--- config.mk ---
export PLATFORM = sky130hd
export DESIGN_NAME = spfcc_framer
export DESIGN_NICKNAME = d
export VERILOG_FILES = /design/src/verilog/spfcc_pkg.sv /design/src/verilog/spfcc_tmr_if.sv /design/src/verilog/spfcc_ms_timer.sv /design/src/verilog/spfcc_framer.sv
export SDC_FILE = /design/constraint.sdc
export NUM_CORES = 1
export LEC_CHECK = 0
export BUFFER_PORTS_ARGS = -buffer_cell sky130_fd_sc_hd__buf_2
export CELL_PAD_IN_SITES_DETAIL_PLACEMENT = 1
export CELL_PAD_IN_SITES_GLOBAL_PLACEMENT = 1
export CORE_MARGIN = 1.5
export CORE_UTILIZATION = 39
export DETAILED_ROUTE_END_ITERATION = 12
export PLACE_DENSITY_LB_ADDON = 0.25
export SETUP_SLACK_MARGIN = 0.5
export SYNTH_ARGS = -nofsm -noshare
export SYNTH_HDL_FRONTEND = slang
export SYNTH_HIERARCHICAL = 1
export SYNTH_SLANG_ARGS = --single-unit
--- constraint.sdc ---
create_clock -name clk -period 2.7 [get_ports clk]
set_input_delay 0.27 -clock clk [delete_from_list [all_inputs] [get_ports clk]]
set_output_delay 0.27 -clock clk [all_outputs]
set_load 0.01 [all_outputs]
--- src/verilog/spfcc_pkg.sv ---
// Shared constants, register map and types of the serial packet framer.
package spfcc_pkg;

	// ==========================================================
	// Sizes and timing
	localparam int ADDR_W = 8;
	localparam int DATA_W = 32;
	localparam int NUM_CONN = 4;
	localparam int BUF_DEPTH = 1024;
	localparam int MS_W = 16;
	localparam int CLK_PERIOD_NS = 40;
	localparam int MS_NS = 1000000;
	localparam int CYC_PER_MS = (MS_NS + CLK_PERIOD_NS - 1) / CLK_PERIOD_NS;

	// ==========================================================
	// Register offsets
	localparam logic [ADDR_W-1:0] REG_CTRL = 8'h00;
	localparam logic [ADDR_W-1:0] REG_DELIM = 8'h04;
	localparam logic [ADDR_W-1:0] REG_GAP = 8'h08;
	localparam logic [ADDR_W-1:0] REG_INACT = 8'h0c;
	localparam logic [ADDR_W-1:0] REG_DEST = 8'h10;
	localparam logic [ADDR_W-1:0] REG_CMD = 8'h14;
	localparam logic [ADDR_W-1:0] REG_STAT = 8'h18;
	localparam logic [ADDR_W-1:0] REG_LPORT0 = 8'h20;
	localparam logic [ADDR_W-1:0] REG_STRIDE = 8'h04;

	// ==========================================================
	// Field positions
	localparam int CTRL_W = 19;
	localparam int CTRL_MAXLEN_LSB = 0;
	localparam int CTRL_MAXLEN_W = 11;
	localparam int CTRL_D1EN_BIT = 11;
	localparam int CTRL_D2EN_BIT = 12;
	localparam int CTRL_PROC_LSB = 13;
	localparam int CTRL_SKIP_BIT = 15;
	localparam int CTRL_POL_LSB = 16;
	localparam int DELIM_D1_LSB = 0;
	localparam int DELIM_D2_LSB = 8;
	localparam int CMD_CLOSE_BIT = 0;
	localparam int STAT_OPEN_BIT = 0;
	localparam int STAT_JAM_LSB = 1;
	localparam int STAT_HOLD_BIT = 5;
	localparam int STAT_CNT_LSB = 16;

	// ==========================================================
	// Reset values
	localparam logic [CTRL_W-1:0] CTRL_RST = 19'h00000;
	localparam logic [15:0] DELIM_RST = 16'h0000;
	localparam logic [MS_W-1:0] GAP_RST = 16'h0000;
	localparam logic [MS_W-1:0] INACT_RST = 16'h0000;
	localparam logic [NUM_CONN-1:0] DEST_RST = 4'h1;
	localparam logic [15:0] LPORT_RST = 16'h0001;

	// ==========================================================
	// Modes
	typedef enum logic [1:0] {PROC_NONE, PROC_PLUS1, PROC_PLUS2, PROC_STRIP} spfcc_proc_t;
	typedef enum logic [2:0] {
		POL_STARTUP, POL_ANY_NONE, POL_ANY_INACT, POL_DSR_FOLLOW,
		POL_DSR_NONE, POL_DCD_FOLLOW, POL_DCD_NONE
	} spfcc_pol_t;

endpackage

--- src/verilog/spfcc_tmr_if.sv ---
// Interface between the framer and one millisecond timeout timer.
`timescale 1ns/100ps
interface spfcc_tmr_if;
	logic restart;
	logic [15:0] limit;
	logic expired;
	modport ctl (output restart, output limit, input expired);
	modport tmr (input restart, input limit, output expired);
endinterface

--- src/verilog/spfcc_ms_timer.sv ---
// Millisecond timeout timer: one expiry pulse after limit ms without restart.
`timescale 1ns/100ps
module spfcc_ms_timer
	import spfcc_pkg::*;
#(
	parameter int CYC_MS = CYC_PER_MS
) (
	input wire logic clk,
	input wire logic rst,
	spfcc_tmr_if.tmr tif
);
	localparam int PRE_W = $clog2(CYC_MS);

	logic [PRE_W-1:0] pre_ff, nxt_pre;
	logic [MS_W-1:0] ms_ff, nxt_ms;
	logic done_ff, nxt_done;
	logic expired_ff, nxt_expired;

	// A limit of zero never expires, so the wait is indefinite.
	always_comb begin
		nxt_pre = pre_ff;
		nxt_ms = ms_ff;
		nxt_done = done_ff;
		nxt_expired = 1'b0;
		if (tif.restart) begin
			nxt_pre = '0;
			nxt_ms = '0;
			nxt_done = 1'b0;
		end else if (!done_ff && tif.limit != '0) begin
			nxt_pre = pre_ff + 1'b1;
			if (pre_ff == PRE_W'(CYC_MS - 1)) begin
				nxt_pre = '0;
				nxt_ms = ms_ff + 1'b1;
				if (nxt_ms == tif.limit) begin
					nxt_done = 1'b1;
					nxt_expired = 1'b1;
				end
			end
		end
	end

	always_ff @(posedge clk) begin
		if (rst) begin
			pre_ff <= '0;
			ms_ff <= '0;
			done_ff <= 1'b0;
			expired_ff <= 1'b0;
		end else begin
			pre_ff <= nxt_pre;
			ms_ff <= nxt_ms;
			done_ff <= nxt_done;
			expired_ff <= nxt_expired;
		end
	end

	assign tif.expired = expired_ff;
endmodule // spfcc_ms_timer

--- src/verilog/spfcc_framer.sv ---
// Serial packet framer with connection control for up to four client links.
// ==========================================================
//
// Decided for this implementation: the strobed register port and the register addresses.
`timescale 1ns/100ps
module spfcc_framer
	import spfcc_pkg::*;
#(
	parameter int CYC_MS = CYC_PER_MS,
	parameter int DEPTH = BUF_DEPTH
) (
	input wire logic clk,
	input wire logic rst,
	input wire logic [ADDR_W-1:0] regAddr,
	input wire logic [DATA_W-1:0] regWdata,
	input wire logic regWr,
	input wire logic regRd,
	output logic [DATA_W-1:0] regRdata,
	input wire logic rxValid,
	input wire logic [7:0] rxData,
	input wire logic netActive,
	input wire logic dsr,
	input wire logic dcd,
	input wire logic [NUM_CONN-1:0] hostResp,
	output logic outValid,
	output logic [7:0] outData,
	output logic outPack,
	output logic [NUM_CONN-1:0] connUp,
	output logic [NUM_CONN-1:0] txGo,
	output logic [NUM_CONN-1:0] hostJam,
	output logic [16*NUM_CONN-1:0] localPorts
);
	localparam int CNT_W = $clog2(DEPTH + 1);

	// ==========================================================
	// Register file
	logic [CTRL_W-1:0] ctrl_ff, nxt_ctrl;
	logic [15:0] delim_ff, nxt_delim;
	logic [MS_W-1:0] gap_ff, nxt_gap, inact_ff, nxt_inact;
	logic [NUM_CONN-1:0] dest_ff, nxt_dest;
	logic [15:0] lport_ff [NUM_CONN], nxt_lport [NUM_CONN];
	logic closeCmd_ff, nxt_closeCmd;
	logic [DATA_W-1:0] rdata_ff, nxt_rdata;
	logic open_ff, nxt_open;
	logic [CNT_W-1:0] cnt_ff, nxt_cnt;
	logic [NUM_CONN-1:0] jam_ff, nxt_jam;

	logic [CTRL_MAXLEN_W-1:0] maxLen;
	logic d1En, d2En, skipJam;
	spfcc_proc_t proc;
	spfcc_pol_t pol;
	assign maxLen = ctrl_ff[CTRL_MAXLEN_LSB +: CTRL_MAXLEN_W];
	assign d1En = ctrl_ff[CTRL_D1EN_BIT];
	assign d2En = ctrl_ff[CTRL_D2EN_BIT];
	assign skipJam = ctrl_ff[CTRL_SKIP_BIT];
	assign proc = spfcc_proc_t'(ctrl_ff[CTRL_PROC_LSB +: 2]);
	assign pol = spfcc_pol_t'(ctrl_ff[CTRL_POL_LSB +: 3]);

	always_comb begin
		nxt_ctrl = ctrl_ff;
		nxt_delim = delim_ff;
		nxt_gap = gap_ff;
		nxt_inact = inact_ff;
		nxt_dest = dest_ff;
		nxt_lport = lport_ff;
		nxt_closeCmd = 1'b0;
		nxt_rdata = '0;
		if (regWr) begin
			unique case (regAddr)
				REG_CTRL: nxt_ctrl = regWdata[CTRL_W-1:0];
				REG_DELIM: nxt_delim = regWdata[15:0];
				REG_GAP: nxt_gap = regWdata[MS_W-1:0];
				REG_INACT: nxt_inact = regWdata[MS_W-1:0];
				REG_DEST: begin
					// An empty destination set is refused so one link always remains.
					if (regWdata[NUM_CONN-1:0] != '0) begin
						nxt_dest = regWdata[NUM_CONN-1:0];
					end
				end
				REG_CMD: nxt_closeCmd = regWdata[CMD_CLOSE_BIT];
				default: begin
				end
			endcase
			for (int i = 0; i < NUM_CONN; i++) begin
				if (regAddr == REG_LPORT0 + ADDR_W'(i) * REG_STRIDE && regWdata[15:0] != '0) begin
					nxt_lport[i] = regWdata[15:0];
				end
			end
		end
		if (regRd) begin
			unique case (regAddr)
				REG_CTRL: nxt_rdata = DATA_W'(ctrl_ff);
				REG_DELIM: nxt_rdata = DATA_W'(delim_ff);
				REG_GAP: nxt_rdata = DATA_W'(gap_ff);
				REG_INACT: nxt_rdata = DATA_W'(inact_ff);
				REG_DEST: nxt_rdata = DATA_W'(dest_ff);
				REG_STAT: begin
					nxt_rdata[STAT_OPEN_BIT] = open_ff;
					nxt_rdata[STAT_JAM_LSB +: NUM_CONN] = jam_ff;
					nxt_rdata[STAT_HOLD_BIT] = !skipJam && (jam_ff != '0);
					nxt_rdata[STAT_CNT_LSB +: CNT_W] = cnt_ff;
				end
				default: begin
				end
			endcase
			for (int i = 0; i < NUM_CONN; i++) begin
				if (regAddr == REG_LPORT0 + ADDR_W'(i) * REG_STRIDE) begin
					nxt_rdata = DATA_W'(lport_ff[i]);
				end
			end
		end
	end

	always_ff @(posedge clk) begin
		if (rst) begin
			ctrl_ff <= CTRL_RST;
			delim_ff <= DELIM_RST;
			gap_ff <= GAP_RST;
			inact_ff <= INACT_RST;
			dest_ff <= DEST_RST;
			for (int i = 0; i < NUM_CONN; i++) begin
				lport_ff[i] <= LPORT_RST;
			end
			closeCmd_ff <= 1'b0;
			rdata_ff <= '0;
		end else begin
			ctrl_ff <= nxt_ctrl;
			delim_ff <= nxt_delim;
			gap_ff <= nxt_gap;
			inact_ff <= nxt_inact;
			dest_ff <= nxt_dest;
			lport_ff <= nxt_lport;
			closeCmd_ff <= nxt_closeCmd;
			rdata_ff <= nxt_rdata;
		end
	end
	assign regRdata = rdata_ff;

	// ==========================================================
	// Timers
	spfcc_tmr_if gapTif ();
	spfcc_tmr_if inactTif ();
	assign gapTif.restart = rxValid;
	assign gapTif.limit = gap_ff;
	assign inactTif.restart = rxValid || netActive;
	assign inactTif.limit = inact_ff;
	spfcc_ms_timer #(.CYC_MS(CYC_MS)) uGapTmr (.clk(clk), .rst(rst), .tif(gapTif));
	spfcc_ms_timer #(.CYC_MS(CYC_MS)) uInactTmr (.clk(clk), .rst(rst), .tif(inactTif));

	// ==========================================================
	// Packing path
	// One byte is held back so a trigger arriving later can still end the packet
	// on it, and so a held first delimiter can be dropped when the pair completes.
	logic pendV_ff, nxt_pendV, pendLast_ff, nxt_pendLast, prevD1_ff, nxt_prevD1;
	logic [7:0] pendD_ff, nxt_pendD, outData_ff, nxt_outData;
	logic [1:0] extra_ff, nxt_extra;
	logic outValid_ff, nxt_outValid, outPack_ff, nxt_outPack;
	logic isD1, matchSingle, matchDouble, delimHit, stripNow, lenHit, fullHit, trig;
	logic [CNT_W-1:0] cntBase, cntPlus;

	assign isD1 = rxValid && d1En && rxData == delim_ff[DELIM_D1_LSB +: 8];
	assign matchSingle = isD1 && !d2En;
	assign matchDouble = rxValid && d1En && d2En && prevD1_ff
		&& rxData == delim_ff[DELIM_D2_LSB +: 8];
	assign delimHit = matchSingle || matchDouble;
	assign stripNow = delimHit && proc == PROC_STRIP;

	always_comb begin
		nxt_pendV = pendV_ff;
		nxt_pendD = pendD_ff;
		nxt_pendLast = pendLast_ff;
		nxt_cnt = cnt_ff;
		nxt_extra = extra_ff;
		nxt_prevD1 = rxValid ? isD1 : prevD1_ff;
		nxt_outValid = 1'b0;
		nxt_outData = outData_ff;
		nxt_outPack = 1'b0;
		// A pending end mark or a gap expiry flushes the held byte first.
		if (pendV_ff && (pendLast_ff || gapTif.expired)) begin
			nxt_outValid = 1'b1;
			nxt_outData = pendD_ff;
			nxt_outPack = 1'b1;
			nxt_pendV = 1'b0;
			nxt_pendLast = 1'b0;
			nxt_cnt = '0;
		end
		cntBase = nxt_cnt;
		cntPlus = cntBase + 1'b1;
		lenHit = maxLen != '0 && cntPlus == CNT_W'(maxLen);
		fullHit = cntPlus == CNT_W'(DEPTH);
		trig = 1'b0;
		if (rxValid) begin
			if (delimHit && proc == PROC_PLUS1) begin
				nxt_extra = 2'h1;
			end else if (delimHit && proc == PROC_PLUS2) begin
				nxt_extra = 2'h2;
			end else if (extra_ff != '0) begin
				nxt_extra = extra_ff - 1'b1;
			end
			if (stripNow) begin
				// Held first delimiter of a pair is discarded, otherwise sent.
				if (nxt_pendV && !matchDouble) begin
					nxt_outValid = 1'b1;
					nxt_outData = pendD_ff;
				end
				nxt_pendV = 1'b0;
				nxt_pendLast = 1'b0;
				nxt_outPack = 1'b1;
				nxt_cnt = '0;
			end else begin
				if (nxt_pendV) begin
					nxt_outValid = 1'b1;
					nxt_outData = pendD_ff;
				end
				// Whichever trigger lands first ends the packet on this byte.
				trig = lenHit || fullHit || (delimHit && proc == PROC_NONE)
					|| extra_ff == 2'h1;
				nxt_pendV = 1'b1;
				nxt_pendD = rxData;
				nxt_pendLast = trig;
				nxt_cnt = cntPlus;
			end
		end
	end

	always_ff @(posedge clk) begin
		if (rst) begin
			pendV_ff <= 1'b0;
			pendD_ff <= '0;
			pendLast_ff <= 1'b0;
			cnt_ff <= '0;
			extra_ff <= '0;
			prevD1_ff <= 1'b0;
			outValid_ff <= 1'b0;
			outData_ff <= '0;
			outPack_ff <= 1'b0;
		end else begin
			pendV_ff <= nxt_pendV;
			pendD_ff <= nxt_pendD;
			pendLast_ff <= nxt_pendLast;
			cnt_ff <= nxt_cnt;
			extra_ff <= nxt_extra;
			prevD1_ff <= nxt_prevD1;
			outValid_ff <= nxt_outValid;
			outData_ff <= nxt_outData;
			outPack_ff <= nxt_outPack;
		end
	end
	assign outValid = outValid_ff;
	assign outData = outData_ff;
	assign outPack = outPack_ff;

	// ==========================================================
	// Connection control
	logic started_ff, dsrPrev_ff, dcdPrev_ff;
	logic [NUM_CONN-1:0] connUp_ff, nxt_connUp, txGo_ff, nxt_txGo;
	logic dsrRise, dsrFall, dcdRise, dcdFall;
	assign dsrRise = dsr && !dsrPrev_ff;
	assign dsrFall = !dsr && dsrPrev_ff;
	assign dcdRise = dcd && !dcdPrev_ff;
	assign dcdFall = !dcd && dcdPrev_ff;

	always_comb begin
		nxt_open = open_ff;
		if (closeCmd_ff) begin
			nxt_open = 1'b0;
		end
		unique case (pol)
			POL_STARTUP: if (!started_ff) nxt_open = 1'b1;
			POL_ANY_NONE: if (rxValid) nxt_open = 1'b1;
			POL_ANY_INACT: begin
				if (inactTif.expired) nxt_open = 1'b0;
				if (rxValid) nxt_open = 1'b1;
			end
			POL_DSR_FOLLOW: begin
				if (dsrRise) nxt_open = 1'b1;
				if (dsrFall) nxt_open = 1'b0;
			end
			POL_DSR_NONE: if (dsrRise) nxt_open = 1'b1;
			POL_DCD_FOLLOW: begin
				if (dcdRise) nxt_open = 1'b1;
				if (dcdFall) nxt_open = 1'b0;
			end
			POL_DCD_NONE: if (dcdRise) nxt_open = 1'b1;
			default: nxt_open = open_ff;
		endcase
		nxt_connUp = {NUM_CONN{open_ff}} & dest_ff;
		nxt_jam = nxt_connUp & ~hostResp;
		// Without skipping, one stalled host holds every link until all answer.
		nxt_txGo = skipJam ? (nxt_connUp & hostResp)
			: ((nxt_jam != '0) ? '0 : nxt_connUp);
	end

	always_ff @(posedge clk) begin
		if (rst) begin
			open_ff <= 1'b0;
			started_ff <= 1'b0;
			dsrPrev_ff <= 1'b0;
			dcdPrev_ff <= 1'b0;
			connUp_ff <= '0;
			jam_ff <= '0;
			txGo_ff <= '0;
		end else begin
			open_ff <= nxt_open;
			started_ff <= 1'b1;
			dsrPrev_ff <= dsr;
			dcdPrev_ff <= dcd;
			connUp_ff <= nxt_connUp;
			jam_ff <= nxt_jam;
			txGo_ff <= nxt_txGo;
		end
	end
	assign connUp = connUp_ff;
	assign hostJam = jam_ff;
	assign txGo = txGo_ff;

	genvar g;
	generate
		for (g = 0; g < NUM_CONN; g++) begin : gPort
			assign localPorts[16*g +: 16] = lport_ff[g];
		end
	endgenerate
endmodule // spfcc_framer

* Yosys cells after proc, flatten, opt, wreduce, memory -nomap -nowiden *
Cells that the tools add are included.

cells by class
  reductions and logical operators = 76
  add/subtract/negate cells = 6
  mux-type cells = 48
  bitwise operators = 12
  equality and inequality tests = 28

operators by type and width
  kind                     count
  $mux W16                 4
  $reduce_bool A16 Y1      3
  $mux W8                  5
  $pmux W10 S4             1
  $pmux W6 S6              1
  $mux W11                 3
  $add A16 B1 Y16 const B  2
  $eq A16 B16 Y1           2
  $eq A8 B6 Y1 const B     4
  $add A15 B1 Y15 const B  2
  $eq A15 B15 Y1 const B   2
  $mux W15                 2
  $mux W1                  25
  $eq A8 B5 Y1 const B     3
  $logic_and A1 B1 Y1      24
  $reduce_and A2 Y1        12
  $pmux W11 S2             1
  $eq A8 B4 Y1 const B     2
  $eq A8 B8 Y1             2
  $and A4 B4 Y4            3
  $reduce_bool A4 Y1       3
  $add A11 B1 Y11 const B  1
  $eq A11 B11 Y1           1
  $eq A11 B11 Y1 const B   1
  other kinds (27)         61

storage, ports and cells
  register bits after elaboration = 284
  output and inout bits = 118
  bits of input ports = 60

* Depth between registers and ports, before layout *
Gate-level depths: netlist (run 1).

  word-level depth = 11
  mapped depth = 13
  depth with buffers taken out = 10

* Modules after synthesis *
Netlist (run 1), hierarchy kept.

modules (own cells, without submodules)
  module          sequential area each (um^2)  cells an instance  area an instance (um^2)  times used
  spfcc_framer    4,264.1                      1,185              9,843.2                  1
  spfcc_ms_timer  660.6                        240                1,974.4                  2

* Least setup slack after synthesis (run 1) *
Ideal clock, no wire load.

  kind = input to register
  from = input port rxValid
  to = register uInactTmr.done_ff
  required time = 2,626 ps
  stages = 11
  arrival time = 2,834 ps
  setup slack = -208 ps
  cell sequence = buf_2 -> clkbuf_1 -> clkbuf_1 -> or2_2 -> or2_2 -> clkbuf_1 -> nor3_1 -> o21ai_0 -> or4_1 -> or4_4 -> o22ai_2

between the ends
  longest elaborated chain between the ends = 2

RTL lines
  item                        RTL line              text
  start, declared             spfcc_framer.sv:19    input wire logic rxValid,
  $logic_or A1 B1 Y1          spfcc_framer.sv:145   assign inactTif.restart = rxValid || netActive;
  via inactTif.restart        spfcc_tmr_if.sv:4     logic restart;
  $reduce_or A2 Y1 (no line)  --
  end signal, assigned        spfcc_ms_timer.sv:51  done_ff <= nxt_done;
  end, declared               spfcc_ms_timer.sv:16  logic done_ff, nxt_done;

The timed path passes the listed nets, and every way through them passes these cells.
A chain may end at the register's enable or synchronous reset.

* Worst setup path after layout (run 1) *
  from = register pendV_ff
  to = register pendLast_ff

between the ends
  longest elaborated chain between the ends = 10

RTL lines
  item                              RTL line             text
  start, declared                   spfcc_framer.sv:154  logic pendV_ff, nxt_pendV, pendLast_ff, nxt_pendLast, prevD1_ff, nxt_prevD1;
  start signal, assigned            spfcc_framer.sv:238  pendV_ff <= nxt_pendV;
  $logic_and A1 B1 Y1 (*)           spfcc_framer.sv:179  if (pendV_ff && (pendLast_ff || gapTif.expired)) begin
  $mux W11                          spfcc_framer.sv:179
  $add A11 B1 Y11                   spfcc_framer.sv:188  cntPlus = cntBase + 1'b1;
  $eq A11 B11 Y1                    spfcc_framer.sv:189  lenHit = maxLen != '0 && cntPlus == CNT_W'(maxLen);
  $logic_and A1 B1 Y1               spfcc_framer.sv:189
  $logic_or A1 B1 Y1 (2 in series)  spfcc_framer.sv:216  trig = lenHit || fullHit || (delimHit && proc == PROC_NONE)
  $logic_or A1 B1 Y1                spfcc_framer.sv:217  || extra_ff == 2'h1;
  $mux W1                           spfcc_framer.sv:200  if (stripNow) begin
  $mux W1                           spfcc_framer.sv:192  if (rxValid) begin
  end signal, assigned              spfcc_framer.sv:240  pendLast_ff <= nxt_pendLast;
  end, declared                     spfcc_framer.sv:154

Every way passes the cells marked *; elsewhere a longest branch is shown, timed or not.

==> results of run 1 <==
==> repair_timing <==
item                                   in CTS  in global routing
hold buffers                                6                  0
buffers inserted                           25                 12
setup endpoints to repair                  63                 43
gates resized for setup                    65                 27
pin swaps                                  26                 22
endpoints found under the hold margin       6                  0
==> logic make-up (layout without fill, tap and decap cells) <==
kind of cell    after synthesis  in the layout  synth area share, %
other cells                   1              5               0.0272
buf+inv                     144            382                 4.77
mux                          79             79                 5.91
compound gates              327            327                 14.9
simple gates                703            703                 25.1
xor+xnor                    122            122                 7.90
flops                       279            279                 40.5
fa+ha+maj                    10             10                0.889
==> worst max-delay path by stage <==
stage,start,to,cells past startpoint
floorplan,rxValid,uInactTmr/done_ff,11
global placement,uGapTmr/tif.expired,pendLast_ff,10
detailed placement,pendLast_ff,pendLast_ff,10
CTS,uGapTmr/ms_ff[5],uGapTmr/tif.expired,7
global route,uGapTmr/tif.expired,pendLast_ff,11
finish,pendV_ff,pendLast_ff,10
==> metal layers <==
| metal | up-vias | part of all wire [%] | track usage, % |
|---|---|---|---|
| li1 | 6233 | - | - |
| met1 | 6575 | 43 | 34.5 |
| met2 | 377 | 46 | 46.3 |
| met3 | 124 | 6.6 | 6.59 |
| met4 | 2 | 4.1 | 11.6 |
| met5 | - | 0.021 | 0 |
==> sequential cells by signal, indices dropped and copies added, names as in the netlist, 2 cells and up, named ones only <==
signal	count
uInactTmr/pre_ff	15
connUp	4
localPorts	64
inactTif.limit	16
pendD_ff	8
uGapTmr/ms_ff	16
uGapTmr/pre_ff	15
extra_ff	2
hostJam	4
delim_ff	16
regRdata	27
dest_ff	4
gapTif.limit	16
ctrl_ff	19
txGo	4
cnt_ff	11
uInactTmr/ms_ff	16
==> synthesized netlist by cell type, drive strengths merged (3+ instances only) <==
library cell / instances / area [µm²]
nand4b: 4 / 41.3
nor4: 33 / 262
and2: 15 / 96.4
xor2: 58 / 508
a22oi: 31 / 233
xnor2: 63 / 559
or3: 17 / 106
a311oi: 4 / 35.0
nor3: 43 / 263
nor3b: 7 / 52.6
nand3b: 4 / 33.8
nand2b: 9 / 56.3
nand4: 23 / 174
o31ai: 3 / 22.5
or2: 9 / 58.8
o221a: 3 / 33.8
o21bai: 3 / 22.5
buf: 59 / 338
ha: 9 / 113
nand2: 258 / 987
a221oi: 4 / 35.0
nor2b: 11 / 71.3
o221ai: 7 / 61.3
o32ai: 4 / 35.0
a211oi: 9 / 80.1
inv: 33 / 124
o21ai: 47 / 235
or4: 6 / 56.3
or4b: 4 / 40.0
nand3: 65 / 335
o22ai: 16 / 113
a31oi: 11 / 68.8
a21o: 4 / 30.0
and3: 17 / 106
mux2: 10 / 113
a41oi: 3 / 26.3
a21oi: 152 / 791
dfxtp: 279 / 5590
and4: 6 / 52.6
clkbuf: 51 / 193
o2bb2ai: 6 / 52.6
nor2: 171 / 664
mux2i: 68 / 681
a21boi: 4 / 30.0
==> metrics by stage <==
step	util (%)	total power (W)	cell area, µm²	cells	setup WS (ns)
floorplan	-	0.00462	14000	1669	0.250
global placement	44.4	0.00483	15400	2258	0.193
detailed placement	44.4	0.00485	15400	2258	0.125
CTS	48.9	0.00951	17000	2350	0.341
global route	49.6	0.00973	17200	2362	0.227
finish	49.6	0.00944	17200	2362	0.348
==> worst min-delay path: stages <==
cell and delay [ns]:
buf_2 0.11, nand2_1 0.05, a21oi_1 0.05
==> power groups by stage <==
| stage | clock, W | combinational (W) | sequential, W |
|---|---|---|---|
| 2_1_floorplan | 0 | 0.000356 | 0.00427 |
| 6_report | 0.00465 | 0.000615 | 0.00417 |
| 3_5_place_dp | 0 | 0.000582 | 0.00427 |
| 3_3_place_gp | 0 | 0.000563 | 0.00427 |
| 4_1_cts | 0.00473 | 0.000601 | 0.00417 |
| 5_1_grt | 0.00490 | 0.000654 | 0.00418 |
==> area by class of cell <==
cell class / count / area (µm²) / share of cell area (%)
repair buffers: 287 / 1840 / 10.7
inverters: 34 / 128 / 0.742
clock buffers: 53 / 1000 / 5.83
multi-input cells: 1246 / 7890 / 45.9
well taps: 455 / 569 / 3.31
flip-flops and latches: 279 / 5660 / 32.9
clock inverters: 8 / 119 / 0.691
==> metrics, run 1 <==
status=finished, final reports clean; final hold violation count=0; min-delay src=regWdata[18]; Clock Tree Buf Depth=3; Pins Over Slew Limit=0; CP max FO=5; clk_skew=0.0331 ns; Worst Tran Pin Value=1.07 ns; DPL Wire Length=37.0 mm; vias per inst=5.64; RSZ-0062 raised after global routing=true; post-synthesis async set-or-reset flop share=0%; Power Dens Cells=549 mW/mm²; final period utilization=87.1%; FF-to-FF Start=pendV_ff; Syn Std Cell Area=0.0138 mm²; Syn Area/Cell=8.28 µm²; count of cell types in the netlist=91; Largest stage delay, worst path=0.39 ns; Fill cells=4189; area of the core=0.0347 mm²; cell row count=68; number of DRC markers in iteration 0=851; I/O pin total=178; fmax=425 MHz; CP max-delay cell=dfxtp_2; Total Neg Setup Slack=0 ns; layout cell share with drive strength beyond 1=24.9%; Seq/Total Area, Yosys=40.5%; Crit Path Class=reg2reg; Worst Path Buf+Inv=1; hold_ws=0.00860 ns; Sink Count=279; gpl congestion=0.957; Data required, critical path=3.16 ns; clock slew seen by the registers of the worst setup and hold paths=0.06 ns; CTS buffer count=34; worst hold stages=3; internal power=0.00720 W; worst reg2reg setup slack=0.35 ns; total track usage=27.9%; P&R area growth vs syn=24.7%; port bufs=159; drt wl/cell=21.7 µm; Gate power share=6.5%; worst reg2reg path depth=10; initial antenna violation count=1; worst ir drop on vdd=459 µV; RR Endpoint=pendLast_ff; Crit path max-delay family=compound AO/OA/AOI/OAI gates; crit path launch type=flip-flop; CTS root buf=clkbuf_16; DRT Pass-1 Iters=5; Worst setup EP type=flip-flop; Remaining Overflow, GRT=0; Final Setup Violations=0; yosys warns=6; Die H=191 µm; post-synthesis cell count=1665; Die W=191 µm; first-pass GRT wire length=78.5 mm; Routed Antenna Nets=0; clock network power share=49.3%; Initial Util=39.7%; shortest period the worst path allows=2.35 ns; vias after detailed routing=13300; top_reg_cell synth=dfxtp_1; number of diodes=0; commonest non-fill, non-tap cell in the layout=nand2_1; htree depth=2; Leak=6.88 nW; Max Cap Viol=0; full die area=0.0365 mm²; critical path cell sequence=o21ai_4 -> and2_4 -> ha_4 -> buf_12 -> nor4_1 -> o21bai_1 -> a311oi_1 -> a21oi_2 -> nor4_2 -> o221a_1; CTS tree=built; Hold WC Path Type=in2reg; CP arrival=2.81 ns; relative slew slack=28.4%; Hold Path End=ctrl_ff[18]; flops & latches, synth=279; commonest non-fill, non-tap cells in the layout=253 x nand2_1, 245 x dfxtp_1, 164 x nor2_1, 158 x buf_2, 143 x a21oi_1; switching pwr=0.00224 W; switching part of the total=23.8%; largest net degree at the start of global routing=65; Clk Latency, worst-skew pair=0.53 ns; vias in the first global route=13600; number of enable flip-flop cells after synthesis=0; Flop pwr share=44.2%; Final #Nets=1951; WL final=51.3 mm; DR DRC count=0
Power figures use the tool's default switching activity.
==> run 2: changes to the inputs <==
- MAX_ROUTING_LAYER: unset -> met4
==> run 2 against run 1 <==
Cell area down 0.23%; sequential power about the same; critical path type unchanged; clock skew down 0.011 ns; cell count about the same; hold slack better by 0.0081 ns; flip-flop and latch count unchanged; largest cell class unchanged.
==> metrics, run 2 (same netlist as run 1, synthesis figures left out) <==
status=finished, final reports clean; Worst Tran Pin Value=1.00 ns; shortest period the worst path allows=2.35 ns; number of DRC markers in iteration 0=730; CP max FO=4; layout cell share with drive strength beyond 1=25.2%; max FFs per register=64; Leak=6.86 nW; final hold violation count=0; P&R area growth vs syn=24.5%; Overall Power=0.00927 W; WL final=51.6 mm; Remaining Overflow, GRT=0; worst ir drop on vdd=468 µV; Clock Tree Buf Depth=3; CTS buffer count=34; gpl congestion=0.976; Final Setup Violations=0; final instance area=0.0172 mm²; clk_skew=0.0220 ns; Die W=191 µm; drt wl/cell=21.8 µm; largest net degree at the start of global routing=66; Total Neg Setup Slack=0 ns; placed inst area=0.0154 mm²; CTS root buf=clkbuf_16; Max Cap Viol=0; vias per inst=5.64; Sink Count=279; port bufs=159; CP arrival=2.81 ns; DRT Pass-1 Iters=7; clock slew seen by the registers of the worst setup and hold paths=0.06 ns; cell row count=68; full die area=0.0365 mm²; Crit Path Class=reg2reg; vias after detailed routing=13300; relative slew slack=32.7%; Power Dens Cells=540 mW/mm²; total track usage=28.5%; Worst setup EP type=flip-flop; fmax=425 MHz; Hold WC Path Type=in2reg; Pins Over Slew Limit=0; htree depth=2; CTS tree=built; Die H=191 µm; commonest non-fill, non-tap cells in the layout=253 x nand2_1, 242 x dfxtp_1, 164 x nor2_1, 158 x buf_2, 143 x a21oi_1; first-pass GRT wire length=77.6 mm; final period utilization=87.2%; area of the core=0.0347 mm²; Final #Nets=1946; I/O pin total=178; vias in the first global route=13400; commonest non-fill, non-tap cell in the layout=nand2_1; DPL Wire Length=37.1 mm; Clk Latency, worst-skew pair=0.53 ns; crit path launch type=flip-flop; RSZ-0062 raised after global routing=true; Data required, critical path=3.16 ns; Routed Antenna Nets=0; DR DRC count=0; initial antenna violation count=5; Initial Util=39.7%
-- run 2: cell count changes in the layout (fill, tap and decap cells not counted), sizes merged --
cell	delta
a211o	+1
buf	-6
bufinv	-2
clkbuf	-5
clkinv	+7
clkinvlp	+1
diode	+6
inv	-1
-- run 2: path summary, 6_finish.rpt --
kind,cells past startpoint,start,to,slack [ns]
setup / recovery,7,uGapTmr/ms_ff[3],uGapTmr/tif.expired,0.35
hold / removal,3,regWdata[17],ctrl_ff[17],0.02
setup reg to reg,7,uGapTmr/ms_ff[3],uGapTmr/tif.expired,0.35
hold reg to reg,2,localPorts[54],localPorts[54],0.46
-- run 2: layer usage --
layer | wire [µm] | part of all wire [%] | track usage, %
met3 | 3620 | 7.0 | 6.52
met5 | 0 | 0 | -
met4 | 1980 | 3.8 | 11.1
met1 | 21900 | 43 | 34.3
met2 | 24100 | 47 | 46.0
-- run 2: final cells by class --
type                            instances  area [µm²]
Fill cell                            4106       17500
Multi-Input combinational cell       1247        7930
Sequential cell                       279        5660
Timing Repair Buffer                  281        1790
Clock buffer                           48         965
Tap cell                              455         569
Inverter                               34         128
Clock inverter                         13         115
Antenna cell                            6        15.0
-- run 2: stage by stage --
step	utilization, %	hold slack, ns	std cells	setup WS [ns]
6_report	49.5	0.0167	2363	0.347
2_1_floorplan	-	0.342	1669	0.250
5_1_grt	49.4	0.0119	2362	0.243
3_3_place_gp	44.4	0.451	2257	0.181
4_1_cts	48.7	0.000127	2348	0.329
3_5_place_dp	44.4	0.462	2257	0.0940
-- run 2: critical path: stages (launching register included) --
cell and delay (ns):
dfxtp_4 0.38, nand4_4 0.16, nor4_4 0.37, xnor2_1 0.10
or4_1 0.53, or4_4 0.47, nor2_4 0.15, buf_6 0.13
-- run 2: timing repair --
| item | 4_1_cts | 5_1_grt |
|---|---|---|
| setup endpoints to repair | 68 | 65 |
| hold buffers | 6 | 0 |
| gates cloned | 0 | 1 |
| hold endpoints to repair | 6 | 0 |
| buffers inserted | 24 | 8 |
| pin swaps | 26 | 18 |
| gates resized for setup | 65 | 38 |
-- run 2: where the power goes --
group          total [W]  switching (W)  internal (W)
clock            0.00447        0.00186       0.00261
sequential       0.00418      0.0000327       0.00414
combinational   0.000628       0.000412      0.000216
